## config.mk

```make
export PLATFORM = sky130hd
export DESIGN_NAME = asi_core
export DESIGN_NICKNAME = d
export VERILOG_FILES = /design/src/include/asi_pkg.sv /design/src/logic/asi_baud.sv /design/src/logic/asi_tx_shift.sv /design/src/logic/asi_core.sv
export SDC_FILE = /design/constraint.sdc
export NUM_CORES = 1
export LEC_CHECK = 0
export BUFFER_PORTS_ARGS = -buffer_cell sky130_fd_sc_hd__buf_2
export CORE_MARGIN = 2
export CORE_UTILIZATION = 55
export DETAILED_ROUTE_END_ITERATION = 10
export PLACE_DENSITY = 0.7
export SLEW_MARGIN = 20
export SYNTH_ARGS = -nofsm -noshare
export SYNTH_HDL_FRONTEND = slang
export SYNTH_SLANG_ARGS = --single-unit
```

## constraint.sdc

```tcl
create_clock -name mclk_i -period 4.06 [get_ports mclk_i]
set_input_delay 0.203 -clock mclk_i [delete_from_list [all_inputs] [get_ports mclk_i]]
set_output_delay 0.203 -clock mclk_i [all_outputs]
set_load 0.05 [all_outputs]
```

## src/include/asi_pkg.sv

```systemverilog
// Shared constants and types of the asynchronous serial interface
package asi_pkg;

    // *************************************************
    // Register map
    // *************************************************
    localparam int ADR_W = 3;
    localparam logic [2:0] ADR_BAUD_HI = 3'h0;
    localparam logic [2:0] ADR_BAUD_LO = 3'h1;
    localparam logic [2:0] ADR_CTRL_ONE = 3'h2;
    localparam logic [2:0] ADR_CTRL_TWO = 3'h3;
    localparam logic [2:0] ADR_STAT_ONE = 3'h4;
    localparam logic [2:0] ADR_STAT_TWO = 3'h5;
    localparam logic [2:0] ADR_DATA_HI = 3'h6;
    localparam logic [2:0] ADR_DATA_LO = 3'h7;

    // *************************************************
    // Field positions and reset values
    // *************************************************
    localparam int C1_WORD9 = 0;
    localparam int C1_PAR_EN = 1;
    localparam int C1_PAR_ODD = 2;
    localparam int C2_BREAK = 0;
    localparam int C2_RX_ON = 2;
    localparam int C2_TX_ON = 3;
    localparam int C2_QUIET_IE = 4;
    localparam int C2_RX_IE = 5;
    localparam int C2_DONE_IE = 6;
    localparam int C2_HOLD_IE = 7;
    localparam int DH_RX8 = 7;
    localparam int DH_TX8 = 6;
    localparam int DIV_W = 13;
    localparam logic [12:0] BAUD_RST = 13'h0041;
    localparam logic [2:0] CTRL_ONE_RST = 3'h0;
    localparam logic [7:0] CTRL_TWO_RST = 8'h00;

    // *************************************************
    // Framing and oversampling
    // *************************************************
    localparam int FRAME_W = 12;
    localparam logic [3:0] BITS_NARROW = 4'h8;
    localparam logic [3:0] BITS_WIDE = 4'h9;
    localparam logic [3:0] FRAME_EXTRA = 4'h2;
    localparam logic [3:0] SMP_FIRST = 4'h7;
    localparam logic [3:0] SMP_MID = 4'h8;
    localparam logic [3:0] SMP_LAST = 4'h9;
    localparam logic [3:0] SUB_LAST = 4'hF;
    localparam logic [7:0] QUIET_MAX = 8'hFF;

    typedef enum logic [1:0] {
        RX_IDLE = 2'h0,
        RX_START = 2'h1,
        RX_DATA = 2'h3,
        RX_STOP = 2'h2
    } asi_rx_state_t;

endpackage : asi_pkg

```

## src/logic/asi_baud.sv

```systemverilog
// Baud prescaler giving sixteen ticks per bit time
`timescale 1ns/1ps
module asi_baud (
    // Clock and reset
    input wire logic mclk_i,
    input wire logic nrst_i,
    // Divisor and tick
    input wire logic [asi_pkg::DIV_W-1:0] div_i,
    output logic tick_o
);
    import asi_pkg::*;

    typedef struct packed {
        logic [DIV_W-1:0] cnt;
        logic half;
        logic tick;
    } asi_baud_st_t;

    asi_baud_st_t q, d;

    // Modulus counter, then halved: bit time is 32 * divisor clocks
    always_comb begin
        d = q;
        d.tick = 1'b0;
        if (div_i == '0) begin
            d.cnt = '0; // Zero divisor parks the generator
        end else if (q.cnt >= div_i - 13'h0001) begin
            d.cnt = '0;
            d.half = ~q.half;
            d.tick = q.half;
        end else begin
            d.cnt = q.cnt + 13'h0001;
        end
    end

    // State register
    always_ff @(posedge mclk_i or negedge nrst_i) begin
        if (!nrst_i) begin
            q <= '0;
        end else begin
            q <= d;
        end
    end

    assign tick_o = q.tick;

endmodule : asi_baud

```

## src/logic/asi_tx_shift.sv

```systemverilog
// Transmit shift register: sends a prepared frame, LSB first
`timescale 1ns/1ps
module asi_tx_shift (
    // Clock and reset
    input wire logic mclk_i,
    input wire logic nrst_i,
    // Timing
    input wire logic tick_i,
    // Frame load
    input wire logic start_i,
    input wire logic [asi_pkg::FRAME_W-1:0] frame_i,
    input wire logic [3:0] nbits_i,
    // Line and status
    output logic line_o,
    output logic busy_o,
    output logic done_o
);
    import asi_pkg::*;

    typedef struct packed {
        logic [FRAME_W-1:0] sh;
        logic [3:0] left;
        logic [3:0] sub;
        logic busy;
        logic done;
        logic line;
    } asi_tx_st_t;

    asi_tx_st_t q, d;

    // Parallel load, then one bit per sixteen ticks
    always_comb begin
        d = q;
        d.done = 1'b0;
        if (!q.busy) begin
            d.line = 1'b1;
            if (start_i) begin
                d.sh = frame_i;
                d.left = nbits_i;
                d.sub = '0;
                d.busy = 1'b1;
                d.line = frame_i[0];
            end
        end else if (tick_i) begin
            d.sub = q.sub + 4'h1;
            if (q.sub == SUB_LAST) begin
                d.sh = {1'b1, q.sh[FRAME_W-1:1]};
                d.left = q.left - 4'h1;
                d.line = q.sh[1];
                if (q.left == 4'h1) begin
                    d.busy = 1'b0;
                    d.done = 1'b1;
                    d.line = 1'b1;
                end
            end
        end
    end

    // State register; only reset cuts a frame short
    always_ff @(posedge mclk_i or negedge nrst_i) begin
        if (!nrst_i) begin
            q <= '0;
            q.line <= 1'b1;
        end else begin
            q <= d;
        end
    end

    assign line_o = q.line;
    assign busy_o = q.busy;
    assign done_o = q.done;

endmodule : asi_tx_shift

```

## src/logic/asi_core.sv

```systemverilog
// Asynchronous serial interface: registers, transmit control and receiver
//
// Implementation choices: the placing of the registers and strobed register access.
`timescale 1ns/1ps
module asi_core (
    // Clock and reset
    input wire logic mclk_i,
    input wire logic nrst_i,
    // Register port
    input wire logic [asi_pkg::ADR_W-1:0] addr_i,
    input wire logic [7:0] wdata_i,
    input wire logic wr_i,
    input wire logic rd_i,
    output logic [7:0] rdata_o,
    // Serial line
    input wire logic rxd_i,
    output logic txd_o,
    output logic txd_sel_o,
    // Interrupt request
    output logic irq_o
);
    import asi_pkg::*;

    // *************************************************
    // State
    // *************************************************
    typedef struct packed {
        logic [4:0] baud_hi;
        logic [7:0] baud_lo;
        logic [2:0] ctrl1;
        logic [7:0] ctrl2;
        logic [7:0] rdata;
        logic t8;
        logic hold_valid;
        logic [8:0] hold_data;
        logic preamble;
        logic tx_holding_empty;
        logic tx_done;
        logic rx_holding_full;
        logic f_idle;
        logic f_over;
        logic rx_noise;
        logic rx_framing_err;
        logic rx_parity_err;
        logic tx_arm;
        logic rx_arm;
        logic [8:0] rx_holding_reg;
        logic [1:0] rx_sync;
        logic rx_prev;
        asi_rx_state_t rx_st;
        logic [3:0] sub;
        logic [3:0] bitcnt;
        logic [1:0] smp;
        logic [8:0] rx_sh;
        logic noise_acc;
        logic rx_busy_flag;
        logic [7:0] quiet;
    } asi_core_st_t;

    asi_core_st_t q, d;

    logic tick;
    logic tx_busy;
    logic tx_fin;
    logic tx_start;
    logic [FRAME_W-1:0] tx_frame;
    logic [3:0] tx_len;

    // *************************************************
    // Shared rate and transmit shifter
    // *************************************************
    // One generator feeds both directions
    asi_baud u_baud (
        .mclk_i(mclk_i),
        .nrst_i(nrst_i),
        .div_i({q.baud_hi, q.baud_lo}),
        .tick_o(tick)
    );

    asi_tx_shift u_tx (
        .mclk_i(mclk_i),
        .nrst_i(nrst_i),
        .tick_i(tick),
        .start_i(tx_start),
        .frame_i(tx_frame),
        .nbits_i(tx_len),
        .line_o(txd_o),
        .busy_o(tx_busy),
        .done_o(tx_fin)
    );

    // *************************************************
    // Next state
    // *************************************************
    always_comb begin
        logic word9;
        logic par_en;
        logic par_odd;
        logic tx_on;
        logic [3:0] nw;
        logic [3:0] nbits;
        logic [8:0] txw;
        logic [7:0] stat;
        logic line;
        logic maj;
        logic noisy;
        logic [8:0] word;
        logic pbit;
        logic pcalc;
        logic set_the;
        logic set_tdone;
        logic clr_tx;
        logic clr_rx;
        word9 = q.ctrl1[C1_WORD9];
        par_en = q.ctrl1[C1_PAR_EN];
        par_odd = q.ctrl1[C1_PAR_ODD];
        tx_on = q.ctrl2[C2_TX_ON];
        nw = word9 ? BITS_WIDE : BITS_NARROW;
        nbits = nw + FRAME_EXTRA;
        txw = '0;
        stat = '0;
        line = q.rx_sync[1];
        maj = 1'b0;
        noisy = 1'b0;
        word = '0;
        pbit = 1'b0;
        pcalc = 1'b0;
        set_the = 1'b0;
        set_tdone = 1'b0;
        clr_tx = 1'b0;
        clr_rx = 1'b0;
        d = q;

        // Transmit frame: start, data, stop; parity in top data slot
        txw = word9 ? q.hold_data : {1'b0, q.hold_data[7:0]};
        if (par_en && word9) begin
            txw[8] = (^q.hold_data[7:0]) ^ par_odd;
        end else if (par_en) begin
            txw[7] = (^q.hold_data[6:0]) ^ par_odd;
        end
        tx_frame = {2'b00, txw, 1'b0};
        tx_frame[nbits - 4'h1] = 1'b1;
        tx_len = nbits;
        tx_start = 1'b0;
        if (!tx_busy && tx_on && tick) begin
            tx_start = q.preamble | q.hold_valid | q.ctrl2[C2_BREAK];
            if (q.preamble) begin
                tx_frame = '1;
                d.preamble = 1'b0;
            end else if (q.hold_valid) begin
                d.hold_valid = 1'b0;
                set_the = 1'b1;
            end else if (q.ctrl2[C2_BREAK]) begin
                tx_frame = '0;
                tx_frame[nbits] = 1'b1;
                tx_len = nbits + 4'h1;
            end
        end

        // Line idle after the last frame, or shut down after it
        if (tx_fin && !(tx_on && (q.preamble | q.hold_valid | q.ctrl2[C2_BREAK]))) begin
            set_tdone = 1'b1;
            set_the = set_the | ~tx_on;
        end

        // Register reads answer one cycle later
        d.rdata = '0;
        stat[7] = q.tx_holding_empty;
        stat[6] = q.tx_done;
        stat[5] = q.rx_holding_full;
        stat[4] = q.f_idle;
        stat[3] = q.f_over;
        stat[2] = q.rx_noise;
        stat[1] = q.rx_framing_err;
        stat[0] = q.rx_parity_err;
        if (rd_i) begin
            if (addr_i == ADR_BAUD_HI) begin
                d.rdata = {3'h0, q.baud_hi};
            end else if (addr_i == ADR_BAUD_LO) begin
                d.rdata = q.baud_lo;
            end else if (addr_i == ADR_CTRL_ONE) begin
                d.rdata = {5'h00, q.ctrl1};
            end else if (addr_i == ADR_CTRL_TWO) begin
                d.rdata = q.ctrl2;
            end else if (addr_i == ADR_STAT_ONE) begin
                d.rdata = stat;
                d.tx_arm = stat[7] | stat[6];
                d.rx_arm = |stat[5:0];
            end else if (addr_i == ADR_STAT_TWO) begin
                d.rdata = {7'h00, q.rx_busy_flag};
            end else if (addr_i == ADR_DATA_HI) begin
                d.rdata[DH_RX8] = q.rx_holding_reg[8];
                d.rdata[DH_TX8] = q.t8;
            end else begin
                d.rdata = q.rx_holding_reg[7:0];
                clr_rx = q.rx_arm;
                d.rx_arm = 1'b0;
            end
        end

        // Register writes
        if (wr_i) begin
            if (addr_i == ADR_BAUD_HI) begin
                d.baud_hi = wdata_i[4:0];
            end else if (addr_i == ADR_BAUD_LO) begin
                d.baud_lo = wdata_i;
            end else if (addr_i == ADR_CTRL_ONE) begin
                d.ctrl1 = wdata_i[2:0];
            end else if (addr_i == ADR_CTRL_TWO) begin
                d.ctrl2 = wdata_i;
                if (wdata_i[C2_TX_ON] && !tx_on) begin
                    set_the = 1'b1;
                    set_tdone = 1'b1;
                    d.preamble = 1'b1;
                end else if (!wdata_i[C2_TX_ON] && tx_on) begin
                    d.hold_valid = 1'b0;
                    d.preamble = 1'b0;
                    set_the = set_the | ~tx_busy;
                    set_tdone = set_tdone | ~tx_busy;
                end
            end else if (addr_i == ADR_DATA_HI) begin
                d.t8 = wdata_i[DH_TX8];
            end else if (addr_i == ADR_DATA_LO) begin
                if (tx_on) begin
                    d.hold_valid = 1'b1;
                    d.hold_data = {q.t8, wdata_i};
                end
                clr_tx = q.tx_arm;
                d.tx_arm = 1'b0;
            end
        end

        // Transmit flags: a set in the same cycle beats the clear
        d.tx_holding_empty = (q.tx_holding_empty & ~clr_tx) | set_the;
        d.tx_done = (q.tx_done & ~clr_tx) | set_tdone;
        if (clr_rx) begin
            d.rx_holding_full = 1'b0;
            d.f_idle = 1'b0;
            d.f_over = 1'b0;
            d.rx_noise = 1'b0;
            d.rx_framing_err = 1'b0;
            d.rx_parity_err = 1'b0;
        end

        // *************************************************
        // Receiver
        // *************************************************
        // Two flops before any logic looks at the pin
        d.rx_sync = {q.rx_sync[0], rxd_i};
        d.rx_prev = line;

        // Quiet time counted in ticks; one frame of ones means idle
        if (!line) begin
            d.quiet = '0;
        end else if (tick && q.quiet != QUIET_MAX) begin
            d.quiet = q.quiet + 8'h01;
        end
        if (q.rx_busy_flag && q.rx_st == RX_IDLE && q.quiet >= {nbits, 4'h0}) begin
            d.f_idle = 1'b1;
            d.rx_busy_flag = 1'b0;
        end

        case (q.rx_st)
            RX_IDLE: begin
                // Falling edge realigns the bit clock
                if (q.ctrl2[C2_RX_ON] && q.rx_prev && !line) begin
                    d.rx_st = RX_START;
                    d.sub = '0;
                    d.bitcnt = '0;
                    d.noise_acc = 1'b0;
                    d.rx_busy_flag = 1'b1;
                end
            end
            default: begin
                if (tick) begin
                    d.sub = q.sub + 4'h1;
                    if (q.sub == SMP_FIRST) begin
                        d.smp[0] = line;
                    end
                    if (q.sub == SMP_MID) begin
                        d.smp[1] = line;
                    end
                    if (q.sub == SMP_LAST) begin
                        maj = (q.smp[0] & q.smp[1]) | (q.smp[0] & line) | (q.smp[1] & line);
                        noisy = (q.smp[0] != q.smp[1]) || (q.smp[1] != line);
                        d.noise_acc = q.noise_acc | noisy;
                        if (q.rx_st == RX_START && maj) begin
                            d.rx_st = RX_IDLE; // False start: glitch only
                        end else if (q.rx_st == RX_DATA) begin
                            d.rx_sh = {maj, q.rx_sh[8:1]};
                        end else if (q.rx_st == RX_STOP) begin
                            d.rx_st = RX_IDLE;
                            word = word9 ? q.rx_sh : {1'b0, q.rx_sh[8:1]};
                            pbit = word9 ? word[8] : word[7];
                            pcalc = (^(word & (word9 ? 9'h0FF : 9'h07F))) ^ par_odd;
                            if (q.rx_framing_err && !clr_rx) begin
                                d.rx_st = RX_IDLE;
                            end else if (q.rx_holding_full && !clr_rx) begin
                                d.f_over = 1'b1;
                            end else begin
                                d.rx_holding_reg = word;
                                d.rx_holding_full = 1'b1;
                                d.rx_noise = q.noise_acc | noisy;
                                d.rx_framing_err = ~maj;
                                d.rx_parity_err = par_en & (pcalc != pbit);
                            end
                        end
                    end
                    if (q.sub == SUB_LAST && d.rx_st == RX_START) begin
                        d.rx_st = RX_DATA;
                    end else if (q.sub == SUB_LAST && q.rx_st == RX_DATA) begin
                        d.bitcnt = q.bitcnt + 4'h1;
                        if (q.bitcnt == nw - 4'h1) begin
                            d.rx_st = RX_STOP;
                        end
                    end
                end
            end
        endcase
    end

    // *************************************************
    // Registers
    // *************************************************
    always_ff @(posedge mclk_i or negedge nrst_i) begin
        if (!nrst_i) begin
            q <= '0;
            q.baud_hi <= BAUD_RST[12:8];
            q.baud_lo <= BAUD_RST[7:0];
            q.ctrl1 <= CTRL_ONE_RST;
            q.ctrl2 <= CTRL_TWO_RST;
            q.rx_sync <= 2'h3;
            q.rx_prev <= 1'b1;
            q.rx_st <= RX_IDLE;
        end else begin
            q <= d;
        end
    end

    // *************************************************
    // Outputs
    // *************************************************
    assign rdata_o = q.rdata;
    assign txd_sel_o = q.ctrl2[C2_TX_ON];

    // Level request from standing flags and their enables
    assign irq_o = (q.tx_holding_empty & q.ctrl2[C2_HOLD_IE])
        | (q.tx_done & q.ctrl2[C2_DONE_IE])
        | ((q.rx_holding_full | q.f_over) & q.ctrl2[C2_RX_IE])
        | (q.f_idle & q.ctrl2[C2_QUIET_IE]);

endmodule : asi_core

```

==> metrics.yaml, run 1 <==
vdd_drop_max_mv: 0.311
cts_resized: 0
cp_max_fo: 15
port_buffers: 26
ys_warn_count: 0
drive_gt1_share_pct: 16.0
start_util_pct: 56.8
cts_max_level: 4
syn_nets: 753
fill_cells: 1049
grt_pass1_vias: 5296
dp_hpwl_um: 10900
clk_pin_slew_ps: 60
die_height_um: 119
viasPerCell: 5.88
grt_max_degree: 106
leakagePower_uw: 0.00373
dp_cells: 871
insertion_delay_ps: 420
cp_data_required_time_ps: 4370
worst_ep_arrival_time_ps: 3490
clock.fmax_mhz: 314
cts-root-buf: "clkbuf_16"
ys_seq_area_share_pct: 46.5
async_flop_share_pct: 100
area.growth.synth_to_final_pct: 12.0
synth_top_area_share_pct: 44.3
antenna_found_initial: 0
first_pass_iters: 5
synthTopCellsByArea: "dfrtp_1 44%, mux2_2 5.3%, ha_1 4.8%"
ys_types: 76
fin_crit_ps: 3180
cap_violations: 0
endpoint_kind: "flip-flop"
final_common_cell: "dfrtp_1"
syn-cell-area_mm2: 0.00723
diodes: 0
tns_ps: 0
synth_enable_flop_cells: 0
synth_top_flop_cell: "dfrtp_1"
critPathKind: "flip-flop to flip-flop"
nNetsFinal: 764
tightest_slew_ps: 948
drtIter0Drc: 442
ios: 27
top_layer: "met4"
final_cell_mix: "128 x dfrtp_1, 76 x nand2_1, 45 x nor2_1, 39 x a21oi_1, 35 x o21ai_0"
start_kind: "flip-flop"
maxSlewViolCount: 0
grt_pass1_wl_um: 26900
avgSynthCellArea_um2: 10.2
min_period_over_period_pct: 78.3
holdCritPathClass: "input port to flip-flop"
overflow: 0
dieArea_mm2: 0.0141
final_util_pct: 63.7
postSynthCellCount: 709
yosys.area.top_type: "dfrtp_1"
drc: 0
cts_buffers: 17
wl_met1_um: 7330
drtAntennaViolNets: 0
wl_met3_um: 787
power_per_cell_area_mw_per_mm2: 564
routabilityCongestion: 0.842
grt_usage_pct: 23.9
ys_seq_elements: 134
cts_tree: "built"
final_cell_count_no_fill: 905
skew_ps: 6.04
finalSetupViolCount: 0
wl_um: 15800
finalHoldViolations: 0
routed-via-count: 5320
hold-worst-slack_ps: 52.4
p_total_uw: 4570
rsz0062_at_grt: "false"
met2WireLength_um: 7450
wire_per_inst_um: 17.5
fp.dieW_um: 119
status: "finished clean"
core_area_mm2: 0.0127
rows: 41
cts_sinks: 134
maxSlewHeadroom_pct: 36.8
cts_buffer_depth: 2
[worst max-delay path: stages (launching register included)]
cell,delay [ps]
dfrtp_1,450
nor3_1,330
nand3b_1,290
nor4_4,200
buf_4,240
nor2_1,60
ha_1,300
a211oi_1,320
nand2_1,90
nor3_1,220
a21boi_0,160
buf_4,240
and3b_1,170
[repair_timing]
action | CTS | global route
hold buffers | 2 | 0
endpoints found under the hold margin | 100 | 0
buffers inserted | 0 | 0
[where the power goes]
group / internal (uW) / total (uW) / switching [uW]
clock: 1250 / 1840 / 587
combinational: 449 / 913 / 464
sequential: 1540 / 1820 / 277
[state kept, by name, summed over array words and instances, names as in the netlist]
register,flops
u_tx.done_o,1
u_baud.tick_o,1
rdata_o,8
txd_sel_o,1
q,86
u_tx.line_o,1
d,2
u_baud.q,14
u_tx.q,19
u_tx.busy_o,1
[cell type report]
cell class | count | area (um2) | area share (%)
inverter | 22 | 82.6 | 1.02
clock buffer | 20 | 457 | 5.64
timing repair buffer | 31 | 179 | 2.21
multi-input combinational | 514 | 3560 | 44.0
clock inverter | 12 | 246 | 3.04
sequential | 134 | 3360 | 41.5
tap | 172 | 215 | 2.66
[Yosys cell counts, types with 3 or more instances]
library cell / n
xnor3_1: 3
nand2_1: 76
a211oi_1: 8
buf_4: 12
nor3_1: 31
nand4_1: 5
xnor2_1: 27
mux2i_1: 17
and4_1: 3
nor2b_1: 7
nand3_1: 30
ha_1: 28
buf_2: 9
a22oi_1: 4
o31ai_1: 3
a21oi_1: 39
and3_1: 8
inv_1: 22
buf_1: 3
nor3b_1: 8
a31oi_1: 4
dfrtp_1: 128
o21ai_0: 35
dfstp_2: 6
xor2_1: 18
clkbuf_1: 12
nor2_1: 45
o211ai_1: 8
and2_1: 12
mux2_2: 34
nand2b_1: 5
[through the flow]
stage	cell area, um2	worst slack [ps]
floorplan	7230	1080
global placement	7380	1120
global route	8100	546
CTS	8100	918
finish	8100	880
detailed placement	7380	935
[cell families after synthesis]
family | Yosys count | synth area share, %
XOR/XNOR | 48 | 6.38
buffers and inverters | 61 | 4.29
multiplexers | 53 | 8.27
adder cells (fa/ha/maj) | 28 | 4.84
flip-flops | 134 | 46.5
AND/OR/NAND/NOR | 253 | 17.9
AO/OA/AOI/OAI | 132 | 11.8
[worst paths after layout]
path | end | depth (start not counted) | slack (ps) | start
max | u_baud.tick_o | 12 | 880 | q[86]
min | q[80] | 3 | 50 | wdata_i[7]
max reg2reg | u_baud.tick_o | 12 | 880 | q[86]
min reg2reg | d[31] | 0 | 360 | d[33]
max in group asynchronous | q[31] | 3 | 2560 | nrst_i
min in group asynchronous | u_tx.q[15] | 2 | 460 | nrst_i
[metal layers]
| layer | vias up | global-route usage [%] |
|---|---|---|
| met2 | 135 | 37.6 |
| met1 | 2621 | 33.1 |
| li1 | 2540 | - |
| met5 | - | 0 |
| met4 | 0 | 7.29 |
| met3 | 24 | 5.65 |
Note: power is estimated with default switching activity, not from simulation.
==> run 2, diff against run 1 <==
- PLACE_DENSITY: 0.7 -> 0.73
- clock period: 4.06 -> 2.6 ns (I/O delays scaled with it)
==> run 2 against run 1 <==
The run now ends with negative setup slack left. Via count rose by 3.9%. Cell count rose by 3.9%. Highest routed layer unchanged. Design area rose by 5.0%. Clock power rose by 41%. Critical path type unchanged. Sequential cell count did not move. Routed wire length rose by 6.2%. Total power rose by 55%. Die area did not move. Non-clock buffer count rose by 35. Critical path depth did not move.
==> metrics.yaml, run 2 (same netlist as run 1, synthesis figures left out) <==
finalHoldViolations: 0  # unchanged
clk_pin_slew_ps: 60  # about the same
cts_sinks: 134  # unchanged
dp_hpwl_um: 11600  # +6.2%
reg_top3: "q x86, u_tx.q x19, u_baud.q x14"
maxSlewHeadroom_pct: 44.4  # +7.6 points
cp_max_fo: 13  # -2
combPwrFrac_pct: 24.3  # +4.3 points
drc: 0  # unchanged
r2r_cells: 12  # unchanged
place_ws_ps: -148  # -1080 ps
status: "finished, violations left"
largest_reg_flops: 86  # unchanged
reg2reg_slack_ps: -140  # -1020 ps
grt_usage_pct: 25.4  # +1.5 points
port_buffers: 26  # unchanged
nNetsFinal: 799  # +4.6%
wl_um: 16800  # +6.2%
cap_violations: 0  # unchanged
drtAntennaViolNets: 0  # unchanged
grt_max_degree: 56  # -47%
p_total_uw: 7100  # +55%
layout_setup_ws_ps: -137  # -1020 ps
overflow: 0  # unchanged
skew_ps: 6.37  # +0.323 ps
die_height_um: 119  # unchanged
antenna_found_initial: 0  # unchanged
start_util_pct: 56.8  # unchanged
critPathKind: "flip-flop to flip-flop"
whs_path_depth: 3  # unchanged
clock.fmax_mhz: 365  # +16%
tightest_slew_ps: 827  # -120 ps
vdd_drop_max_mv: 0.553  # +78%
worstReg2RegEnd: "u_baud.q[14]"
cts-root-buf: "clkbuf_16"
hold_end: "q[82]"
p_seq_share_pct: 39.2  # -0.6 points
worst_ep_arrival_time_ps: 3080  # -410 ps
rsz0062_at_grt: "true"
insertion_delay_ps: 420  # about the same
viasPerCell: 5.88  # about the same
fin_crit_ps: 2740  # -443 ps
internal-power_uw: 4900  # +51%
start_kind: "flip-flop"
cts_max_level: 4  # unchanged
core_area_mm2: 0.0127  # unchanged
area.growth.synth_to_final_pct: 17.6
finalSetupViolCount: 15  # +15
routabilityCongestion: 0.853  # +1.3%
drive_gt1_share_pct: 22.1  # +6.2 points
dieArea_mm2: 0.0141  # unchanged
hold_start: "wdata_i[1]"
rows: 41  # unchanged
wire_per_inst_um: 17.9  # +2.3%
drtIter0Drc: 497  # +12%
p_clk_share_pct: 36.5  # -3.7 points
routed-via-count: 5528  # +3.9%
r2r-start: "q[93]"
cts_buffer_depth: 2  # unchanged
grt_pass1_wl_um: 28300  # +5.3%
switching_share_pct: 31.0  # +1.9 points
final_cell_mix: "128 x dfrtp_1, 76 x nand2_1, 45 x nor2_1, 38 x a21oi_1, 35 x o21ai_0"
hold-worst-slack_ps: 18.5  # -33.9 ps
endpoint_kind: "flip-flop"
holdCritPathClass: "input port to flip-flop"
grt_pass1_vias: 5606  # +5.9%
cts_buffers: 17  # unchanged
min_period_over_period_pct: 105  # +27 points
power_per_cell_area_mw_per_mm2: 834  # +48%
failed_checks: "negative setup slack"
p_sw_uw: 2200  # +65%
regMostFlops: "q"
ios: 27  # unchanged
diodes: 0  # unchanged
maxSlewViolCount: 0  # unchanged
cts_tree: "built"
cp_data_required_time_ps: 2940  # -1430 ps
leakagePower_uw: 0.00388  # +3.9%
fp.dieW_um: 119  # unchanged
final_common_cell: "dfrtp_1"
first_pass_iters: 6  # +1
==> run 2: cell types whose count changed in the layout (fill, tap and decap cells not counted), sizes merged <==
cell | previous run | this run
inv | 24 | 23
clkbuf | 20 | 18
buf | 29 | 58
dlygate4sd3 | 2 | 8
bufinv | 7 | 4
clkinv | 3 | 4
clkinvlp | 0 | 5
==> run 2: stage by stage <==
stage	cell area (um2)	TNS (ps)	utilization, %	cells
3_3_place_gp	7640	0	60.1	892
3_5_place_dp	7640	-298	60.1	892
5_1_grt	8500	-3680	66.8	940
4_1_cts	8430	-222	66.3	939
6_report	8500	-1230	66.8	940
2_1_floorplan	7320	-863	-	709
==> run 2: how the worst max path moves through the flow <==
stage	start	to	slack (ps)	cells past startpoint
after floorplan	q[86]	u_baud.q[2]	-80	12
after CTS	q[93]	u_baud.q[3]	-40	12
after global placement	q[91]	u_baud.q[3]	50	11
after detailed placement	q[88]	u_baud.q[3]	-150	11
after global routing	q[93]	u_baud.q[14]	-300	12
final	q[93]	u_baud.q[14]	-140	12
==> run 2: cell type report <==
class,count,area [um2]
sequential,134,3360
fill,1033,4220
inverter,22,82.6
timing repair buffer,66,485
clock inverter,14,201
tap,172,215
clock buffer,18,439
multi-input combinational,514,3720
==> run 2: power by group through the flow <==
stage / sequential, uW / combinational (uW) / clock (uW)
global route: 2820 / 1920 / 2730
global placement: 2770 / 1560 / 0
CTS: 2760 / 1680 / 2620
finish: 2780 / 1730 / 2590
floorplan: 2700 / 1240 / 0
detailed placement: 2790 / 1620 / 0
==> run 2: metal layers <==
layer	vias up	track usage, %	wire length, um
met5	-	0	0
met1	2748	33.7	7370
met4	0	8.78	278
li1	2597	-	-
met3	28	6.71	964
met2	155	40.5	8190
==> run 2: repair_timing <==
item                                    in CTS  in global routing
endpoints found under the setup margin      13                 15
endpoints found under the hold margin       62                  0
gates resized for setup                      4                 11
setup buffers                                7                  1
gates cloned                                 0                  0
hold buffers                                 8                  0
pin swaps                                    5                  5
==> run 2: critical path, stage by stage (launching register included) <==
cell	delay, ps
dfrtp_1	410
nor4_4	310
nand2b_1	140
buf_6	150
nor4_4	160
nor2_1	90
ha_1	310
a211oi_2	270
nand2_1	140
nor3_4	240
a21boi_4	100
buf_12	160
nor3_2	160
==> run 3, diff against run 2 <==
- CORE_ASPECT_RATIO: not set -> 0.5
==> run 3 against run 2 <==
The run still ends with negative setup slack left. Total power shrank 4.3%. Critical path depth shrank 1. Via count grew 0.72%. Die area grew 0.39%. Routed wire length grew 1.9%. Maximum frequency is essentially flat. Sequential share of layout area grew 0.24 points. Sequential power is essentially flat. Critical endpoint is now u_baud.q[3].
==> metrics.yaml, run 3 (same netlist as run 1, synthesis figures left out) <==
drtAntennaViolNets: 0  # unchanged
core_area_mm2: 0.0127  # +0.11%
fin_crit_ps: 2740  # +0.158 ps
power_per_cell_area_mw_per_mm2: 803  # -3.8%
vdd_drop_max_mv: 0.606  # +9.7%
final_cell_mix: "128 x dfrtp_1, 76 x nand2_1, 45 x nor2_1, 38 x a21oi_1, 35 x o21ai_0"
cap_violations: 0  # unchanged
routed-via-count: 5568  # +0.72%
port_buffers: 26  # unchanged
grt_max_degree: 71  # +27%
p_total_uw: 6790  # -4.3%
cts-root-buf: "clkbuf_16"
drtIter0Drc: 560  # +13%
viasPerCell: 5.93  # +0.83%
worst_ep_arrival_time_ps: 3080  # about the same
grt_pass1_wl_um: 28700  # +1.3%
max_stage_delay_ps: 400  # about the same
drive_gt1_share_pct: 22.5  # +0.36 points
diodes: 0  # unchanged
fill_cells: 987  # -4.5%
dp_hpwl_um: 11500  # -0.47%
cts_buffer_depth: 2  # unchanged
nNetsFinal: 800  # +0.13%
antenna_found_initial: 0  # unchanged
rsz0062_at_grt: "true"
failed_checks: "negative setup slack"
fp.dieW_um: 166  # +40%
first_pass_iters: 5  # -1
overflow: 0  # unchanged
start_kind: "flip-flop"
cts_tree: "built"
drc: 0  # unchanged
cp_max_fo: 7  # -6
cts_max_level: 4  # unchanged
reg_top3: "q x86, u_tx.q x19, u_baud.q x14"
clk_pin_slew_ps: 50  # about the same
clock.fmax_mhz: 365  # about the same
final_util_pct: 66.4  # -0.48 points
rows: 29  # -29%
dieArea_mm2: 0.0141  # +0.39%
maxSlewHeadroom_pct: 50.8  # +6.4 points
largest_reg_flops: 86  # unchanged
cp_slowest_cell: "dfrtp_1"
cts_sinks: 134  # unchanged
critPathKind: "flip-flop to flip-flop"
cp_cell_sequence: "nor4_4 > nand2b_1 > o31a_1 > nor2_1 > ha_1 > a211oi_2 > nand2_1 > nor3_4 > a21boi_4 > buf_12 > nor3b_2"
routabilityCongestion: 0.831  # -2.6%
endpoint_kind: "flip-flop"
hold-worst-slack_ps: 15.7  # -2.86 ps
die_height_um: 85.1  # -28%
skew_ps: 7.91  # +1.55 ps
status: "finished, violations left"
holdCritPathClass: "input port to flip-flop"
tightest_slew_ps: 732  # -94.7 ps
area.growth.synth_to_final_pct: 16.9
fin_area_mm2: 0.00845  # -0.60%
wire_per_inst_um: 18.2  # +2.0%
start_util_pct: 56.8  # -0.061 points
grt_usage_pct: 25.9  # +0.44 points
cts_buffers: 17  # unchanged
grt_pass1_vias: 5590  # -0.29%
min_period_over_period_pct: 105  # about the same
finalHoldViolations: 0  # unchanged
regMostFlops: "q"
leakagePower_uw: 0.00387  # -0.21%
insertion_delay_ps: 420  # about the same
maxSlewViolCount: 0  # unchanged
place_ws_ps: -48.3  # +99.4 ps
cp_data_required_time_ps: 2940  # about the same
final_common_cell: "dfrtp_1"
layout_setup_ws_ps: -137  # -0.158 ps
placed_area_mm2: 0.00766  # +0.20%
wl_um: 17100  # +1.9%
ios: 27  # unchanged
finalSetupViolCount: 15  # unchanged
-- run 3: cell types whose count changed in the layout (fill, tap and decap cells not counted), sizes merged --
cell and delta:
clkinv +2, bufinv -4, clkinvlp -4, inv -1, clkbuf +8
-- run 3: repair_timing --
action                     4_1_cts  5_1_grt
hold buffers                     8        0
hold endpoints to repair        74        0
buffers inserted                 2        3
cloned                           0        1
pin swaps                        5        7
resized for setup                6       13
setup endpoints to repair       14       15
-- run 3: final timing paths --
check	from	to	slack, ps	cells past startpoint
hold reg to reg	d[33]	d[31]	350	0
max in group asynchronous	nrst_i	q[90]	1550	3
min in group asynchronous	nrst_i	q[83]	290	2
setup reg to reg	q[92]	u_baud.q[3]	-140	11
hold / removal	rd_i	rdata_o[0]	20	2
setup / recovery	q[92]	u_baud.q[3]	-140	11
-- run 3: report_power, final --
group	switching, uW	internal [uW]	total (uW)
clock	883	1340	2220
combinational	912	855	1770
sequential	385	2410	2800
-- run 3: stage by stage --
| stage | std cells | setup TNS, ps |
|---|---|---|
| after detailed placement | 894 | -129 |
| final | 939 | -1580 |
| after CTS | 936 | -405 |
| after global placement | 894 | 0 |
| after floorplan | 709 | -863 |
| after global routing | 939 | -3400 |
-- run 3: final cells by class --
class | count | area [um2] | share of cell area, %
inverter | 22 | 82.6 | 0.977
multi-input combinational | 514 | 3750 | 44.4
tap | 170 | 213 | 2.52
sequential | 134 | 3360 | 39.8
timing repair buffer | 67 | 494 | 5.85
clock buffer | 25 | 505 | 5.98
clock inverter | 7 | 45.0 | 0.533
-- run 3: critical path: cells and delay by family (launching register included) --
| family | cells | cell delay, ps |
|---|---|---|
| buf+inv | 1 | 160 |
| flops | 1 | 400 |
| compound gates | 3 | 710 |
| fa+ha+maj | 1 | 270 |
| simple gates | 6 | 1130 |
-- run 3: routing by layer --
metal	wire length (um)	track usage (%)	vias up
li1	-	-	2611
met1	7840	36.3	2759
met2	7890	40.2	161
met3	942	4.48	37
met4	449	11.4	0
met5	0	0	-
